File: config.mk
export PLATFORM = sky130hd
export DESIGN_NAME = start_mode_transfer
export DESIGN_NICKNAME = d
export VERILOG_FILES = /design/src/hdl/start_mode_pkg.sv /design/src/hdl/manual_value_store.sv /design/src/hdl/start_mode_transfer.sv
export SDC_FILE = /design/constraint.sdc
export NUM_CORES = 1
export LEC_CHECK = 0
export BUFFER_PORTS_ARGS = -buffer_cell sky130_fd_sc_hd__buf_2
export CAP_MARGIN = 25
export CORE_AREA = 5 5 135 137
export DETAILED_ROUTE_END_ITERATION = 10
export DIE_AREA = 0 0 140 142
export GPL_TIMING_DRIVEN = 0
export PLACE_DENSITY = 0.82
export SYNTH_ARGS = -nofsm -noshare
export SYNTH_HDL_FRONTEND = slang
export SYNTH_HIERARCHICAL = 1
export SYNTH_SLANG_ARGS = --single-unit
File: constraint.sdc
create_clock -name clock -period 4.9 [get_ports clock]
set_input_delay 0.245 -clock clock [delete_from_list [all_inputs] [get_ports clock]]
set_output_delay 0.245 -clock clock [all_outputs]
set_load 0.03 [all_outputs]
File: src/hdl/start_mode_pkg.sv
// Constants and types shared by the start and mode transfer logic
package start_mode_pkg;

  // ==========
  // Value widths
  localparam int VALUE_W = 16;                     // Width of measured, set and manipulated values
  localparam int ADDR_W  = 5;                      // Width of a second-port address
  localparam int MV_CH   = 2;                      // Manipulated value channels (first, second)

  // ==========
  // Selector encodings and factory values
  localparam logic [1:0] START_HOT1 = 2'h0;        // First hot start
  localparam logic [1:0] START_HOT2 = 2'h1;        // Second hot start
  localparam logic [1:0] START_COLD = 2'h2;        // Cold start, manual
  localparam logic [1:0] START_STOP = 2'h3;        // Stopped start
  localparam logic [1:0] START_DEFAULT = START_HOT1;

  localparam logic [1:0] EXT_REMOTE  = 2'h0;       // Remote setpoint input
  localparam logic [1:0] EXT_CASCADE = 2'h1;       // Intercontroller cascade
  localparam logic [1:0] EXT_RATIO   = 2'h2;       // Intercontroller ratio setting
  localparam logic [1:0] EXT_DEFAULT = EXT_REMOTE;

  localparam logic [1:0] PROTO_INTERCTL = 2'h2;    // Second port protocol: intercontroller

  localparam logic [1:0] MVX_AUTO     = 2'h0;      // Always use the auto-mode value
  localparam logic [1:0] MVX_DI_PREV  = 2'h1;      // Digital input reuses previous manual value
  localparam logic [1:0] MVX_ALL_PREV = 2'h2;      // Every transfer reuses previous manual value
  localparam logic [1:0] MVX_DEFAULT  = MVX_AUTO;

  localparam logic       TRACK_DEFAULT  = 1'b1;    // Setpoint tracking used
  localparam logic       PVX_DEFAULT    = 1'b0;    // Measured value transfer unused
  localparam logic [4:0] MASTER_DEFAULT = 5'h00;   // Master channel factory value

  // ==========
  // Band default and power interruption ride-through
  localparam int BAND_PERCENT   = 3;               // Band default, percent of span
  localparam int CLOCK_HZ       = 20_000_000;      // System clock rate
  localparam int RIDE_MS        = 20;              // Longest interruption ridden through
  localparam int RIDE_CYCLES    = (CLOCK_HZ / 1000) * RIDE_MS; // Rounded down, longest time

  // ==========
  // Start states
  typedef enum logic [1:0] {
    RUN_STATE_HOT1 = 2'b00,
    RUN_STATE_HOT2 = 2'b01,
    RUN_STATE_COLD = 2'b10,
    RUN_STATE_STOP = 2'b11
  } start_state_t;

  // Power supervisor states
  typedef enum logic [1:0] {
    PWR_UP      = 2'b00,                           // Supply present
    PWR_DOWN    = 2'b01,                           // Supply lost, counting
    PWR_LONG    = 2'b10,                           // Lost beyond ride-through
    PWR_DECIDE  = 2'b11                            // Recovered, pick start state
  } power_state_t;

endpackage : start_mode_pkg

File: src/hdl/manual_value_store.sv
// Small store of the manipulated values from the last manual session
`timescale 1ns/1ns
module manual_value_store
  import start_mode_pkg::*;
#(
  parameter int WIDTH = VALUE_W,                   // Bits per value
  parameter int DEPTH = MV_CH                      // Number of channels
) (
  input  wire logic                     clock,
  input  wire logic                     reset,
  input  wire logic                     write_en,
  input  wire logic [DEPTH*WIDTH-1:0]   write_data,
  output logic      [DEPTH*WIDTH-1:0]   read_data
);

  // ==========
  // Storage, one entry per channel
  logic [WIDTH-1:0] mem_reg [DEPTH];               // Remembered manual values

  genvar ch;
  generate
    for (ch = 0; ch < DEPTH; ch++) begin : g_entry
      // Entry written while manual mode runs
      always_ff @(posedge clock) begin
        if (reset) begin
          mem_reg[ch] <= '0;
        end else if (write_en) begin
          mem_reg[ch] <= write_data[ch*WIDTH +: WIDTH];
        end
      end

      // Registered read port
      always_ff @(posedge clock) begin
        if (reset) begin
          read_data[ch*WIDTH +: WIDTH] <= '0;
        end else begin
          read_data[ch*WIDTH +: WIDTH] <= mem_reg[ch];
        end
      end
    end
  endgenerate

endmodule // manual_value_store

File: src/hdl/start_mode_transfer.sv
// Start state selection and operating mode transfer logic
`timescale 1ns/1ns

// What this block does
// RL1: Hold band setting, default three percent span
// RL2: Within band at recovery: first hot start
// RL3: Outside band or zero band: selected start
// RL4: External input: remote, cascade, ratio encodings
// RL5: Cascade/ratio only with intercontroller port ready
// RL6: Master uses remote; slaves cascade or ratio
// RL7: Master channel names master's port address
// RL8: Master channel ignored unless cascade/ratio active
// RL9: Setpoint tracking enable, default used
// RL10: Remote to local copies remote setpoint
// RL11: Selector 0: manual starts from auto value
// RL12: Selector 1: digital input reuses manual value
// RL13: Selector 2: always reuse previous manual value
// RL14: Manual to auto loads measured value setpoint
// RL15: Ride through interruptions up to 20 ms
// RL16: Start selector: hot1, hot2, cold, stop
// RL17: Sample selectors at transfer or recovery
module start_mode_transfer
  import start_mode_pkg::*;
#(
  parameter int WIDTH        = VALUE_W,            // Value width
  parameter int INPUT_SPAN   = 1000,               // Full input span, input units
  parameter int RIDE_COUNT   = RIDE_CYCLES         // Cycles of ride-through, shorten in simulation
) (
  input  wire logic                   clock,
  input  wire logic                   reset,
  // Supply and measurement
  input  wire logic                   power_good,                 // High while supply is present
  input  wire logic signed [WIDTH-1:0] measured_value,
  input  wire logic signed [WIDTH-1:0] remote_setpoint_input,
  input  wire logic [WIDTH-1:0]       manipulated_value_auto_1,   // First manipulated value, auto
  input  wire logic [WIDTH-1:0]       manipulated_value_auto_2,   // Second manipulated value, auto
  input  wire logic [WIDTH-1:0]       manual_adjust_1,            // Operator value in manual mode
  input  wire logic [WIDTH-1:0]       manual_adjust_2,
  // Settings
  input  wire logic [WIDTH-1:0]       band_setting,
  input  wire logic                   band_load,                  // Pulse: load band_setting
  input  wire logic [1:0]             start_mode_select,
  input  wire logic [1:0]             external_input_select,
  input  wire logic                   second_port_ready,
  input  wire logic [1:0]             second_port_protocol_select,
  input  wire logic [ADDR_W-1:0]      master_channel_select,
  input  wire logic                   tracking_enable,
  input  wire logic [1:0]             mv_transfer_select,
  input  wire logic                   pv_transfer_enable,
  // Mode requests (one-cycle pulses)
  input  wire logic                   go_local,
  input  wire logic                   go_remote,
  input  wire logic                   go_manual_digital_input,
  input  wire logic                   go_manual_key,
  input  wire logic                   go_auto,
  input  wire logic signed [WIDTH-1:0] local_setpoint_write,
  input  wire logic                   local_setpoint_load,
  // Results
  output logic [1:0]                  start_state,
  output logic                        start_valid,                // Pulse on recovery decision
  output logic                        link_mode_active,           // Cascade or ratio in force
  output logic [ADDR_W-1:0]           master_address,             // Zero unless link mode
  output logic                        remote_mode,
  output logic                        manual_mode,
  output logic signed [WIDTH-1:0]     set_value,
  output logic [WIDTH-1:0]            first_manipulated_value,
  output logic [WIDTH-1:0]            second_manipulated_value,
  output logic [WIDTH-1:0]            band_value
);

  // ==========
  // Band setting
  // ==========
  localparam logic [WIDTH-1:0] BAND_RESET = WIDTH'((INPUT_SPAN * BAND_PERCENT) / 100);
  localparam logic [WIDTH-1:0] SPAN_MAX   = WIDTH'(INPUT_SPAN);
  localparam int               CNT_W      = $clog2(RIDE_COUNT + 1);
  localparam logic [CNT_W-1:0] RIDE_LAST  = CNT_W'(RIDE_COUNT);

  // Band held, clipped to span; factory value three percent [RL1]
  always_ff @(posedge clock) begin
    if (reset) begin
      // Factory band
      band_value <= BAND_RESET;                     // [RL1]
    end else if (band_load) begin
      // Clip to span
      band_value <= (band_setting > SPAN_MAX) ? SPAN_MAX : band_setting; // [RL1]
    end
  end

  // ==========
  // Power supervisor
  // ==========
  power_state_t       pwr_reg;                      // Supervisor state
  logic [CNT_W-1:0]   down_cnt_reg;                 // Cycles without supply
  logic signed [WIDTH:0] deviation;                 // Measured minus set value
  logic [WIDTH:0]     deviation_abs;                // Magnitude of deviation

  assign deviation     = {measured_value[WIDTH-1], measured_value} - {set_value[WIDTH-1], set_value};
  assign deviation_abs = deviation[WIDTH] ? (WIDTH+1)'(-deviation) : deviation;

  // Counts the outage; short dips return silently [RL15]
  always_ff @(posedge clock) begin
    if (reset) begin
      // Supply taken as present
      pwr_reg      <= PWR_UP;
      down_cnt_reg <= '0;
    end else begin
      case (pwr_reg)
        PWR_UP: begin
          // Idle, counter parked
          down_cnt_reg <= '0;
          if (!power_good) begin
            pwr_reg <= PWR_DOWN;
          end
        end
        PWR_DOWN: begin
          // Time the outage
          if (power_good) begin
            pwr_reg <= PWR_UP;                      // Dip ridden through [RL15]
          end else if (down_cnt_reg >= RIDE_LAST) begin
            pwr_reg <= PWR_LONG;                    // Longer than ride-through [RL15]
          end else begin
            down_cnt_reg <= down_cnt_reg + 1'b1;
          end
        end
        PWR_LONG: begin
          // Wait for supply
          if (power_good) begin
            pwr_reg <= PWR_DECIDE;
          end
        end
        PWR_DECIDE: begin
          // One cycle to decide
          pwr_reg <= PWR_UP;
        end
        default: begin
          pwr_reg <= PWR_UP;
        end
      endcase
    end
  end

  // Start decision, selectors sampled at recovery [RL17]
  always_ff @(posedge clock) begin
    if (reset) begin
      // No decision yet
      start_state <= START_DEFAULT;
      start_valid <= 1'b0;
    end else begin
      // Pulse lasts one cycle
      start_valid <= (pwr_reg == PWR_DECIDE);
      if (pwr_reg == PWR_DECIDE) begin
        if (band_value != '0 && deviation_abs <= {1'b0, band_value}) begin
          start_state <= RUN_STATE_HOT1;            // Within band [RL2]
        end else begin
          case (start_mode_select)                  // Outside band or zero band [RL3]
            START_HOT1: start_state <= RUN_STATE_HOT1; // [RL16]
            START_HOT2: start_state <= RUN_STATE_HOT2;
            START_COLD: start_state <= RUN_STATE_COLD;
            START_STOP: start_state <= RUN_STATE_STOP;
            default:    start_state <= RUN_STATE_HOT1;
          endcase
        end
      end
    end
  end

  // ==========
  // External setpoint source
  // ==========
  logic link_allowed;                               // Port and protocol permit link modes
  assign link_allowed = second_port_ready && (second_port_protocol_select == PROTO_INTERCTL); // [RL5]

  // Link mode only for cascade/ratio on a ready port; remote (0) is master role [RL4] [RL6]
  always_ff @(posedge clock) begin
    if (reset) begin
      // Link off
      link_mode_active <= 1'b0;
      master_address   <= MASTER_DEFAULT;
    end else begin
      // One cycle behind inputs
      link_mode_active <= link_allowed &&
                          (external_input_select == EXT_CASCADE || external_input_select == EXT_RATIO); // [RL4] [RL5]
      if (link_allowed && (external_input_select == EXT_CASCADE || external_input_select == EXT_RATIO)) begin
        master_address <= master_channel_select;   // Names the master [RL7] [RL8]
      end else begin
        master_address <= MASTER_DEFAULT;           // Ignored otherwise [RL8]
      end
    end
  end

  // ==========
  // Remote/local and setpoint
  // ==========
  logic signed [WIDTH-1:0] local_sp_reg;            // Local setpoint

  // Remote/local mode flag
  always_ff @(posedge clock) begin
    if (reset) begin
      // Local after reset
      remote_mode <= 1'b0;
    end else if (go_local) begin
      // Local wins over remote
      remote_mode <= 1'b0;
    end else if (go_remote) begin
      remote_mode <= 1'b1;
    end
  end

  // Local setpoint: tracking copy, measured value substitution, operator write
  always_ff @(posedge clock) begin
    if (reset) begin
      // Cleared
      local_sp_reg <= '0;
    end else if (go_local && remote_mode && tracking_enable) begin
      local_sp_reg <= remote_setpoint_input;        // Tracking copies remote [RL9] [RL10] [RL17]
    end else if (go_auto && manual_mode && pv_transfer_enable && !remote_mode) begin
      local_sp_reg <= measured_value;               // Bumpless return to auto [RL14] [RL17]
    end else if (local_setpoint_load) begin
      // Operator write, lowest priority
      local_sp_reg <= local_setpoint_write;
    end
  end

  // Set value in use; remote takes measured value for one cycle on return to auto, then remote input
  always_ff @(posedge clock) begin
    if (reset) begin
      set_value <= '0;
    end else if (go_auto && manual_mode && pv_transfer_enable) begin
      set_value <= measured_value;                  // [RL14]
    end else begin
      // Follow active source
      set_value <= remote_mode ? remote_setpoint_input : local_sp_reg;
    end
  end

  // ==========
  // Auto/manual and manipulated values
  // ==========
  logic                   go_manual;                // Any manual request
  logic                   reuse_previous;           // Start manual from stored values
  logic [2*WIDTH-1:0]     stored_mv;                // Previous manual session values
  logic [2*WIDTH-1:0]     current_mv;               // Values now in use

  assign go_manual  = go_manual_digital_input || go_manual_key;
  assign current_mv = {second_manipulated_value, first_manipulated_value};
  // Selector read only at the transfer [RL11] [RL12] [RL13] [RL17]
  assign reuse_previous = (mv_transfer_select == MVX_ALL_PREV) ||
                          (mv_transfer_select == MVX_DI_PREV && go_manual_digital_input);

  // Keeps manual values for the next session
  manual_value_store #(
    .WIDTH (WIDTH),
    .DEPTH (MV_CH)
  ) manual_value_store_inst (
    .clock      (clock),
    .reset      (reset),
    .write_en   (manual_mode),
    .write_data (current_mv),
    .read_data  (stored_mv)
  );

  // Auto/manual mode flag
  always_ff @(posedge clock) begin
    if (reset) begin
      manual_mode <= 1'b0;
    end else if (pwr_reg == PWR_DECIDE) begin
      // Restart in auto
      manual_mode <= 1'b0;
    end else if (go_manual) begin
      // Manual wins over auto
      manual_mode <= 1'b1;
    end else if (go_auto) begin
      manual_mode <= 1'b0;
    end
  end

  // Output values: follow auto, seed on entry to manual, then operator
  always_ff @(posedge clock) begin
    if (reset) begin
      // Outputs quiet
      first_manipulated_value  <= '0;
      second_manipulated_value <= '0;
    end else if (!manual_mode && go_manual) begin
      if (reuse_previous) begin
        first_manipulated_value  <= stored_mv[WIDTH-1:0];         // [RL12] [RL13]
        second_manipulated_value <= stored_mv[2*WIDTH-1:WIDTH];
      end else begin
        first_manipulated_value  <= manipulated_value_auto_1;     // [RL11] [RL12]
        second_manipulated_value <= manipulated_value_auto_2;
      end
    end else if (manual_mode) begin
      first_manipulated_value  <= manual_adjust_1;
      second_manipulated_value <= manual_adjust_2;
    end else begin
      first_manipulated_value  <= manipulated_value_auto_1;
      second_manipulated_value <= manipulated_value_auto_2;
    end
  end

endmodule // start_mode_transfer

# Yosys cells after proc, flatten, opt, wreduce, memory -nomap -nowiden
# Memories as Yosys holds them, arrays and structs flattened. A register that Yosys moved wholly into a read port is not among the register bits.
# Index checks and enable logic that the tools add are counted.
# totals
regBits	112
ram_bits	32
output_inout_bits	75
elab_cells	97
n_memories	1
# classes
add_sub_neg	3
n_lt_le_gt_ge	3
eq_ne	16
n_mux	32
n_bitwise	3
n_reduce_logical	26
# mem_list
name	words	width	read_ports	rd_ports_with_merged_regs	write_ports	line	text
manual_value_store_inst.mem_reg	2	16	2	2	2	manual_value_store.sv:18	logic [WIDTH-1:0] mem_reg [DEPTH];
# ops
cell	count
$mux W16	14
$mux W19	2
$pmux W19 S2	1
$add A19 B1 Y19 const B	1
$ge A19 B19 Y1 const B	1
$le A17 B16 Y1	1
$mux W17	1
$neg A17 Y17	1
$sub A16 B16 Y17	1
$gt A16 B10 Y1 const B	1
$pmux W2 S4	2
$reduce_bool A16 Y1	1
$eq A2 B2 Y1 const B	7
$logic_and A1 B1 Y1	10
$mux W2	5
$eq A2 B1 Y1 const B	4
$ne A2 B2 Y1 const B	4
$mux W1	7
$reduce_and A3 Y1	2
$reduce_or A2 Y1	3
$logic_not A2 Y1	2
$reduce_bool A2 Y1	2
$logic_or A1 B1 Y1	3
$ne A3 B3 Y1 const B	1
4 further kinds	6

# Depth between registers and ports, before layout
# Gate-level depths: netlist of the first run.
# depth
depth_word	6
ltp_mapped	20

# Hierarchy
# The synthesis of the first run kept the hierarchy.
# modules_own_cells
module	n_inst	cells_each	area_each_um2	seq_area_each_um2
start_mode_transfer	1	815	6538.8	2242.2
manual_value_store	1	139	2163.3	1601.5

# Least setup slack after synthesis of the first run
# Ideal clock, no wire load.
# synth_timing
path_type	reg2reg
start	register set_value[3]
end	register start_state[0]
setup_ns	0.122
t_arrival_ns	4.082
slack_ns	0.696
stages_incl_launch_ff	18
path_buffers	0
synth_period_minus_slack_ns	4.204
cell_sequence	dfxtp_1 inv_1 ha_1 o211ai_2 a21oi_2 o311a_1 o211ai_2 nor4b_4 or4b_4 o41ai_1 xor2_1 ha_1 or3_1 or2_2 a21oi_1 a21oi_1 a21oi_1 a211oi_1
# synth_via
elab_chain_len	6
# synth_rtl
item	line	text
start, declared	start_mode_transfer.sv:65	output logic signed [WIDTH-1:0] set_value,
start signal, assigned	start_mode_transfer.sv:230	set_value <= measured_value;
start signal, assigned	start_mode_transfer.sv:233	set_value <= remote_mode ? remote_setpoint_input : local_sp_reg;
$sub A16 B16 Y17 (*)	start_mode_transfer.sv:98	assign deviation = {measured_value[WIDTH-1], measured_value} - {set_value[WIDTH-1], set_value};
$neg A17 Y17	start_mode_transfer.sv:99	assign deviation_abs = deviation[WIDTH] ? (WIDTH+1)'(-deviation) : deviation;
$mux W17 (*)	start_mode_transfer.sv:99	
$le A17 B16 Y1 (*)	start_mode_transfer.sv:153	if (band_value != '0 && deviation_abs <= {1'b0, band_value}) begin
$logic_and A1 B1 Y1 (*)	start_mode_transfer.sv:153	
$mux W2 (*)	start_mode_transfer.sv:153	
end signal, assigned	start_mode_transfer.sv:154	start_state <= RUN_STATE_HOT1;
end signal, assigned	start_mode_transfer.sv:157	START_HOT1: start_state <= RUN_STATE_HOT1;
end signal, assigned	start_mode_transfer.sv:158	START_HOT2: start_state <= RUN_STATE_HOT2;
end, declared	start_mode_transfer.sv:59	output logic [1:0] start_state,
# Mark *: on every way between the ends. The rest lies on a longest branch, timed or not.
# A chain may end at the register's enable or synchronous reset.

# Worst setup path after layout of the first run
# layout_timing
start	register set_value[0]
end	register start_state[0]
# The elaborated chain is that of the path after synthesis.

==> run_results.csv, run 1 <==
group,metric,value,unit
outcome,status,"finished clean",
cts,clockBufferDepth,2,
timing,fmax,222,MHz
die,start_util,0.514,
place,dp_hpwl,18100,um
finish,area_growth,23.6,%
timing,finalCritPeriodShare,0.918,
die,io_pins,229,
finish,final_cell_count_no_fill,1438,
drt,highest-signal-layer,"met4",
job,cap_violations,0,
drt,dr_wl_met2,10700,um
cts,numCtsBuffers,17,
die,rows,48,
grt,grt_pass1_wl,36800,um
drt,drcViolationCount,0,
logic_synthesis,ys_seq_area_frac,0.442,
worst_setup_path,critPathTopFamily,"simple AND/OR/NAND/NOR gates",
power,p_leak,4.89,nW
grt,grt_pass1_vias,7522,
cts,clock-root-buffer,"clkbuf_16",
worst_setup_path,critical-path-max-stage-delay,0.52,ns
cts,clkLatencyLatePin,0.42,ns
finish,drive_gt1_frac,0.235,
drt,ant_nets,0,
min_path,min_path_type,"in -> reg",
die,die_width,140,um
cts,cts_num_sinks,176,
timing,post-route-min-period,4.50,ns
drt,route.met3.wl,1460,um
cts,tritoncts,"done",
logic_synthesis,yosys_most_used_dff,"dfxtp_1",
timing,hold_viol_final,0,
timing,clock_skew,0.0124,ns
grt,grt-ovfl-total,0,
cts,holdBufCountCts,0,
timing,tightest_slew,0.925,ns
timing,drv_slew,0,
die,dieArea,19900,um2
finish,final_common_cell,"buf_2",
worst_setup_path,cp.required,5.19,ns
timing,final.setup.worst_slack,0.400,ns
worst_setup_path,worstPathMaxFanout,5,
finish,layout_common_cells,"230 x buf_2, 165 x nor2_1, 144 x dfxtp_1",
place,portBuffers,225,
die,core,16900,um2
logic_synthesis,synth_area,8700,um2
place,gp_congestion,0.942,
logic_synthesis,ys_async_sr_fraction,0,
die,die_height,142,um
place,dp.cells,1406,
cts,cts_resized,0,
logic_synthesis,syn_avg_cell_area,9.12,um2
cts,clkTransAtPathRegs,0.07,ns
drt,routed_via_density,5.38,
finish,fin_nets,1390,
drt,dr.pass1.iters,5,
logic_synthesis,yosysTopAreaCell,"dfxtp_1",
worst_setup_path,cp-start-kind,"flop",
place,post-place-ws,0.329,ns
worst_setup_path,endpoint_kind,"flop",
logic_synthesis,post-synth-top-area-fraction,0.331,
worst_setup_path,crit_chain,"ha_1 > fa_1 > nand2b_1 > a21oi_2 > nor2_1 > xnor2_1 > nor4b_4 > or4b_4 > o41ai_1 > xor2_1 > ha_1 > or3_1 > a2111oi_0 > a21oi_1 > a21oi_1 > a211oi_1",
drt,vias,7743,
logic_synthesis,yosys_register_bits,176,
worst_setup_path,slowest_stage,"or4b_4",
logic_synthesis,synthCells,954,
drt,wl_met1,10200,um
timing,whs,0.0196,ns
drt,wl_per_cell,16.0,um
power,peakVddDrop,0.000221,V
timing,final-setup-viol-count,0,
grt,grt_max_degree,20,
logic_synthesis,syn_nets,1144,
grt,antenna_found_initial,0,
worst_setup_path,setup.worst_path.class,"reg -> reg",
timing,slew_headroom,0.381,
timing,rsz0062_at_grt,"false",
power,power-per-cell-area,353,nW/um2
cts,cts-htree-levels,4,
cts,post_cts_buffers,0,
worst_setup_path,cp_data_arrival_time,4.79,ns
logic_synthesis,yosysWarnings,6,
drt,drt_iter0_markers,420,
worst_setup_path,critPathBufInv,0,
drt,routed_wl,23100,um
grt,grt_usage,0.227,
finish,n_antenna_cell,0,
logic_synthesis,synth-edff-count,32,
logic_synthesis,synth_area_leaders,"dfxtp_1 33%, edfxtp_1 11%, nor2_1 7.1%",
timing,setup_tns,0,ns
logic_synthesis,synth_cell_types,66,
-- path summary, 6_finish.rpt --
| path | cells after the start | slack (ns) | from | to |
|---|---|---|---|---|
| max reg2reg | 16 | 0.40 | set_value[0] | start_state[0] |
| min | 2 | 0.02 | master_channel_select[3] | master_address[3] |
| max | 16 | 0.40 | set_value[0] | start_state[0] |
| min reg2reg | 1 | 0.44 | manual_value_store_inst/mem_reg[0][11] | manual_value_store_inst/read_data[11] |
-- through the flow --
stage / util / cell area (um2) / power (mW)
after floorplan: - / 8700 / 2.20
after global placement: 0.597 / 10100 / 2.43
after detailed placement: 0.599 / 10100 / 2.46
after CTS: 0.635 / 10800 / 3.82
after global routing: 0.635 / 10800 / 3.98
final: 0.635 / 10800 / 3.80
-- where the power goes --
part | internal (mW) | switching [mW] | leakage (nW)
clock network | 0.737 | 0.624 | 0.297
registers | 1.56 | 0.0427 | 1.53
logic | 0.341 | 0.496 | 3.06
-- area by class of cell --
cell class	count	area [um2]
Sequential cell	176	3840
Buffer	47	233
Fill cell	1434	6180
Clock buffer	18	429
Timing Repair Buffer	227	1160
Tap cell	225	282
Inverter	46	173
Clock inverter	14	181
Multi-Input combinational cell	685	4450
-- cell families (layout without fill, tap and decap cells) --
family,Yosys count,after routing,share of synthesized area
DFF,176,176,0.442
and+or+nand+nor,360,360,0.215
adders and majority gates,36,36,0.0526
muxes,55,55,0.0633
buffers and inverters,93,352,0.0466
xor gates and xnor gates,40,40,0.0403
AOI/OAI and AO/OA,194,194,0.140
-- per-layer routing --
metal	track usage	up-vias
met5	0	-
met4	0.0908	0
met3	0.0494	52
met2	0.369	275
met1	0.297	3579
li1	-	3837
-- cells in the mapped netlist (2+ instances only) --
master / count
nand4b_1: 2
o21ai_0: 31
inv_1: 46
dfxtp_1: 144
a21oi_2: 2
buf_6: 4
o21bai_1: 3
nand3b_1: 9
xor2_1: 13
and3b_1: 33
o211a_1: 3
ha_1: 35
a221o_1: 3
o211ai_2: 2
nand2b_1: 9
o2111ai_1: 3
a21o_1: 8
or3_1: 8
and3_1: 4
o21a_1: 4
nand3_1: 12
xnor2_1: 27
nor4_1: 9
nor2_1: 165
edfxtp_1: 32
a22oi_1: 2
a31oi_1: 2
o211ai_1: 2
mux2i_1: 55
or2_2: 5
clkbuf_1: 32
a21oi_1: 80
o31ai_1: 2
nor2b_1: 33
clkbuf_8: 2
nand4_1: 7
buf_2: 4
buf_1: 4
and2_1: 7
a211oi_1: 31
o41ai_1: 6
nor3_1: 20
nand2_1: 26
-- worst register-to-register path, cell delays in order (launching register included) --
cell and delay [ns]:
dfxtp_1 0.34, ha_1 0.21, fa_1 0.41, nand2b_1 0.19, a21oi_2 0.23, nor2_1 0.09
xnor2_1 0.22, nor4b_4 0.26, or4b_4 0.52, o41ai_1 0.43, xor2_1 0.13, ha_1 0.21
or3_1 0.38, a2111oi_0 0.35, a21oi_1 0.17, a21oi_1 0.14, a211oi_1 0.09
Power figures use the tool's default switching activity.
==> run 2, diff against run 1 <==
- BUFFER_PORTS_ARGS: -buffer_cell sky130_fd_sc_hd__buf_2 -> unset
- CORE_AREA: 5 5 135 137 -> 5 5 127 129
- DIE_AREA: 0 0 140 142 -> 0 0 132 134
- DONT_BUFFER_PORTS: unset -> 1
- PLACE_DENSITY: 0.82 -> 0.78
- SYNTH_HIERARCHICAL: 1 -> unset
==> run 2 against run 1 <==
Effect of this change: sequential power up 5%; synthesized cell count up 1.5%; cell area down 4.3%; largest cell class unchanged; core utilization up 5.4 points; via count down 2.9%; highest routed layer unchanged.
==> run_results.csv, run 2 <==
group,metric,value,unit
timing,slew_headroom,0.468,
cts,cts-htree-levels,4,
finish,nFillCells,1094,
worst_setup_path,worstPathMaxFanout,7,
cts,cts_num_sinks,176,
cts,holdBufCountCts,66,
min_path,min_path_type,"in -> reg",
logic_synthesis,ys_seq_area_frac,0.439,
drt,dr.pass1.iters,5,
place,dp_hpwl,17700,um
logic_synthesis,synthAdderAreaFrac,0.0523,
timing,drv_slew,0,
timing,rsz0062_at_grt,"false",
job,cap_violations,0,
die,core,14900,um2
logic_synthesis,synth-compound-area-share,0.158,
die,die_width,132,um
timing,clock_skew,0.0118,ns
grt,grt_usage,0.271,
cts,clkTransAtPathRegs,0.07,ns
timing,post-route-min-period,4.56,ns
logic_synthesis,ys_async_sr_fraction,0,
logic_synthesis,yosys.area_share.simple,0.214,
drt,drcViolationCount,0,
grt,antenna_found_initial,3,
power,p_int,2.59,mW
finish,drive_gt1_frac,0.0553,
logic_synthesis,synthCells,968,
logic_synthesis,syn_avg_cell_area,9.05,um2
die,die_height,134,um
power,power-per-cell-area,367,nW/um2
logic_synthesis,yosysWarnings,0,
grt,grt_max_degree,33,
logic_synthesis,yosysTopAreaCell,"dfxtp_1",
timing,final-setup-viol-count,0,
finish,layout_common_cells,"162 x nor2_1, 144 x dfxtp_1, 67 x a21oi_1",
worst_setup_path,slowest_stage,"dfxtp_1",
outcome,status,"finished clean",
cts,numCtsBuffers,17,
finish,final_common_cell,"nor2_1",
logic_synthesis,syn_nets,1158,
cts,clkLatencyLatePin,0.44,ns
grt,grt_pass1_wl,38700,um
die,dieArea,17700,um2
logic_synthesis,synth_mux_area_frac,0.0617,
worst_setup_path,cp_data_arrival_time,4.85,ns
power,peakVddDrop,0.000268,V
power,p_seq_frac,0.445,
die,io_pins,229,
die,rows,45,
drt,routed_via_density,5.97,
logic_synthesis,synth_area,8760,um2
grt,grt-ovfl-total,0,
drt,vias,7516,
power,clockPowerShare,0.368,
drt,wl_per_cell,19.5,um
logic_synthesis,post-synth-top-area-fraction,0.329,
cts,tritoncts,"done",
drt,routed_wl,24600,um
logic_synthesis,synth_top_family_by_area,"simple AND/OR/NAND/NOR gates",
cts,clockBufferDepth,2,
worst_setup_path,cp-start-kind,"flop",
worst_setup_path,setup.worst_path.class,"reg -> reg",
timing,setup_tns,0,ns
place,portBuffers,0,
finish,fin_nets,1243,
die,start_util,0.587,
timing,fmax,219,MHz
power,p_leak,4.07,nW
logic_synthesis,synth_cell_types,67,
cts,clock-root-buffer,"clkbuf_16",
logic_synthesis,yosys-top-cells-count,"162 x nor2_1, 144 x dfxtp_1, 67 x a21oi_1",
worst_setup_path,crit_chain,"ha_1 > fa_1 > nor2b_4 > o31a_2 > o21ai_2 > a31oi_1 > a2111o_1 > o21ai_1 > o21ai_0 > ha_1 > nor2b_1 > o21a_1 > o21ai_0 > nand2b_1 > a21oi_1 > o211ai_1 > a32oi_1 > o41ai_2",
logic_synthesis,synth_area_leaders,"dfxtp_1 33%, edfxtp_1 11%, nor2_1 6.9%",
power,power.share.switching,0.313,
logic_synthesis,synth-edff-count,32,
logic_synthesis,yosys_most_used_dff,"dfxtp_1",
cts,post_cts_buffers,0,
timing,finalCritPeriodShare,0.931,
place,gp_congestion,0.910,
logic_synthesis,yosys_register_bits,176,
timing,hold_viol_final,0,
worst_setup_path,cp.required,5.19,ns
drt,ant_nets,0,
timing,whs,0.0163,ns
worst_setup_path,endpoint_kind,"flop",
cts,cts_resized,0,
timing,tightest_slew,0.798,ns
power,p_sw,1.18,mW
logic_synthesis,yosysMostFrequentCell,"nor2_1",
grt,grt_pass1_vias,7549,
worst_setup_path,critical-path-max-stage-delay,0.57,ns
drt,drt_iter0_markers,441,
finish,area_growth,17.4,%
power,combPwrFrac,0.188,
logic_synthesis,synthXorXnorAreaFrac,0.0320,
-- run 2: path summary, 6_finish.rpt --
check,cells after the start,start,slack (ns),endpoint
max reg2reg,18,set_value[0],0.34,start_state[1]
min reg2reg,1,manual_value_store_inst.mem_reg[1][0],0.46,manual_value_store_inst.read_data[16]
max,18,set_value[0],0.34,start_state[1]
min,3,power_good,0.02,flop
-- run 2: layout make-up --
type	count	area (um2)	share of cell area
multi-input cells	696	4540	0.441
diodes	4	10.0	0.000973
clock inverters	15	193	0.0187
flip-flops and latches	176	3840	0.374
inverters	46	173	0.0168
plain buffers	50	206	0.0201
clock buffers	17	425	0.0414
well taps	188	235	0.0229
repair buffers	66	661	0.0642
-- run 2: logic make-up (layout without fill, tap and decap cells) --
family | count (synthesis) | after routing
simple gates | 370 | 370
compound gates | 204 | 204
flops | 176 | 176
buf+inv | 96 | 194
mux | 54 | 54
fa+ha+maj | 36 | 36
xor+xnor | 32 | 32
other cells | 0 | 4
-- run 2: worst max-delay path, delay by kind of cell, from the launching register on --
kind | cells | cell delay [ns]
compound gates | 12 | 2.72
fa+ha+maj | 3 | 0.86
flops | 1 | 0.57
simple gates | 3 | 0.26
-- run 2: per-stage QoR --
step           setup WS, ns  utilization  total power [mW]  cell area, um2  instances
3_3_place_gp          0.494        0.603              2.34            9000       1156
3_5_place_dp          0.462        0.603              2.36            9000       1156
2_1_floorplan          1.05            -              2.21            8760        968
4_1_cts               0.388        0.689              3.78           10300       1254
5_1_grt              0.0339        0.689              3.95           10300       1257
6_report              0.340        0.689              3.77           10300       1258
-- run 2: metal layers --
layer | vias to the layer above | global-route usage | part of all wire
met4 | 0 | 0.123 | 0.041
met5 | - | 0 | 0
met3 | 70 | 0.0818 | 0.088
met2 | 322 | 0.452 | 0.47
met1 | 3535 | 0.321 | 0.40
li1 | 3589 | - | -
-- run 2: power groups by stage --
stage	Sequential (mW)	Combinational, mW	Clock (mW)
finish	1.68	0.709	1.39
global route	1.69	0.790	1.48
CTS	1.68	0.697	1.40
detailed placement	1.71	0.648	0
global placement	1.71	0.634	0
floorplan	1.69	0.519	0
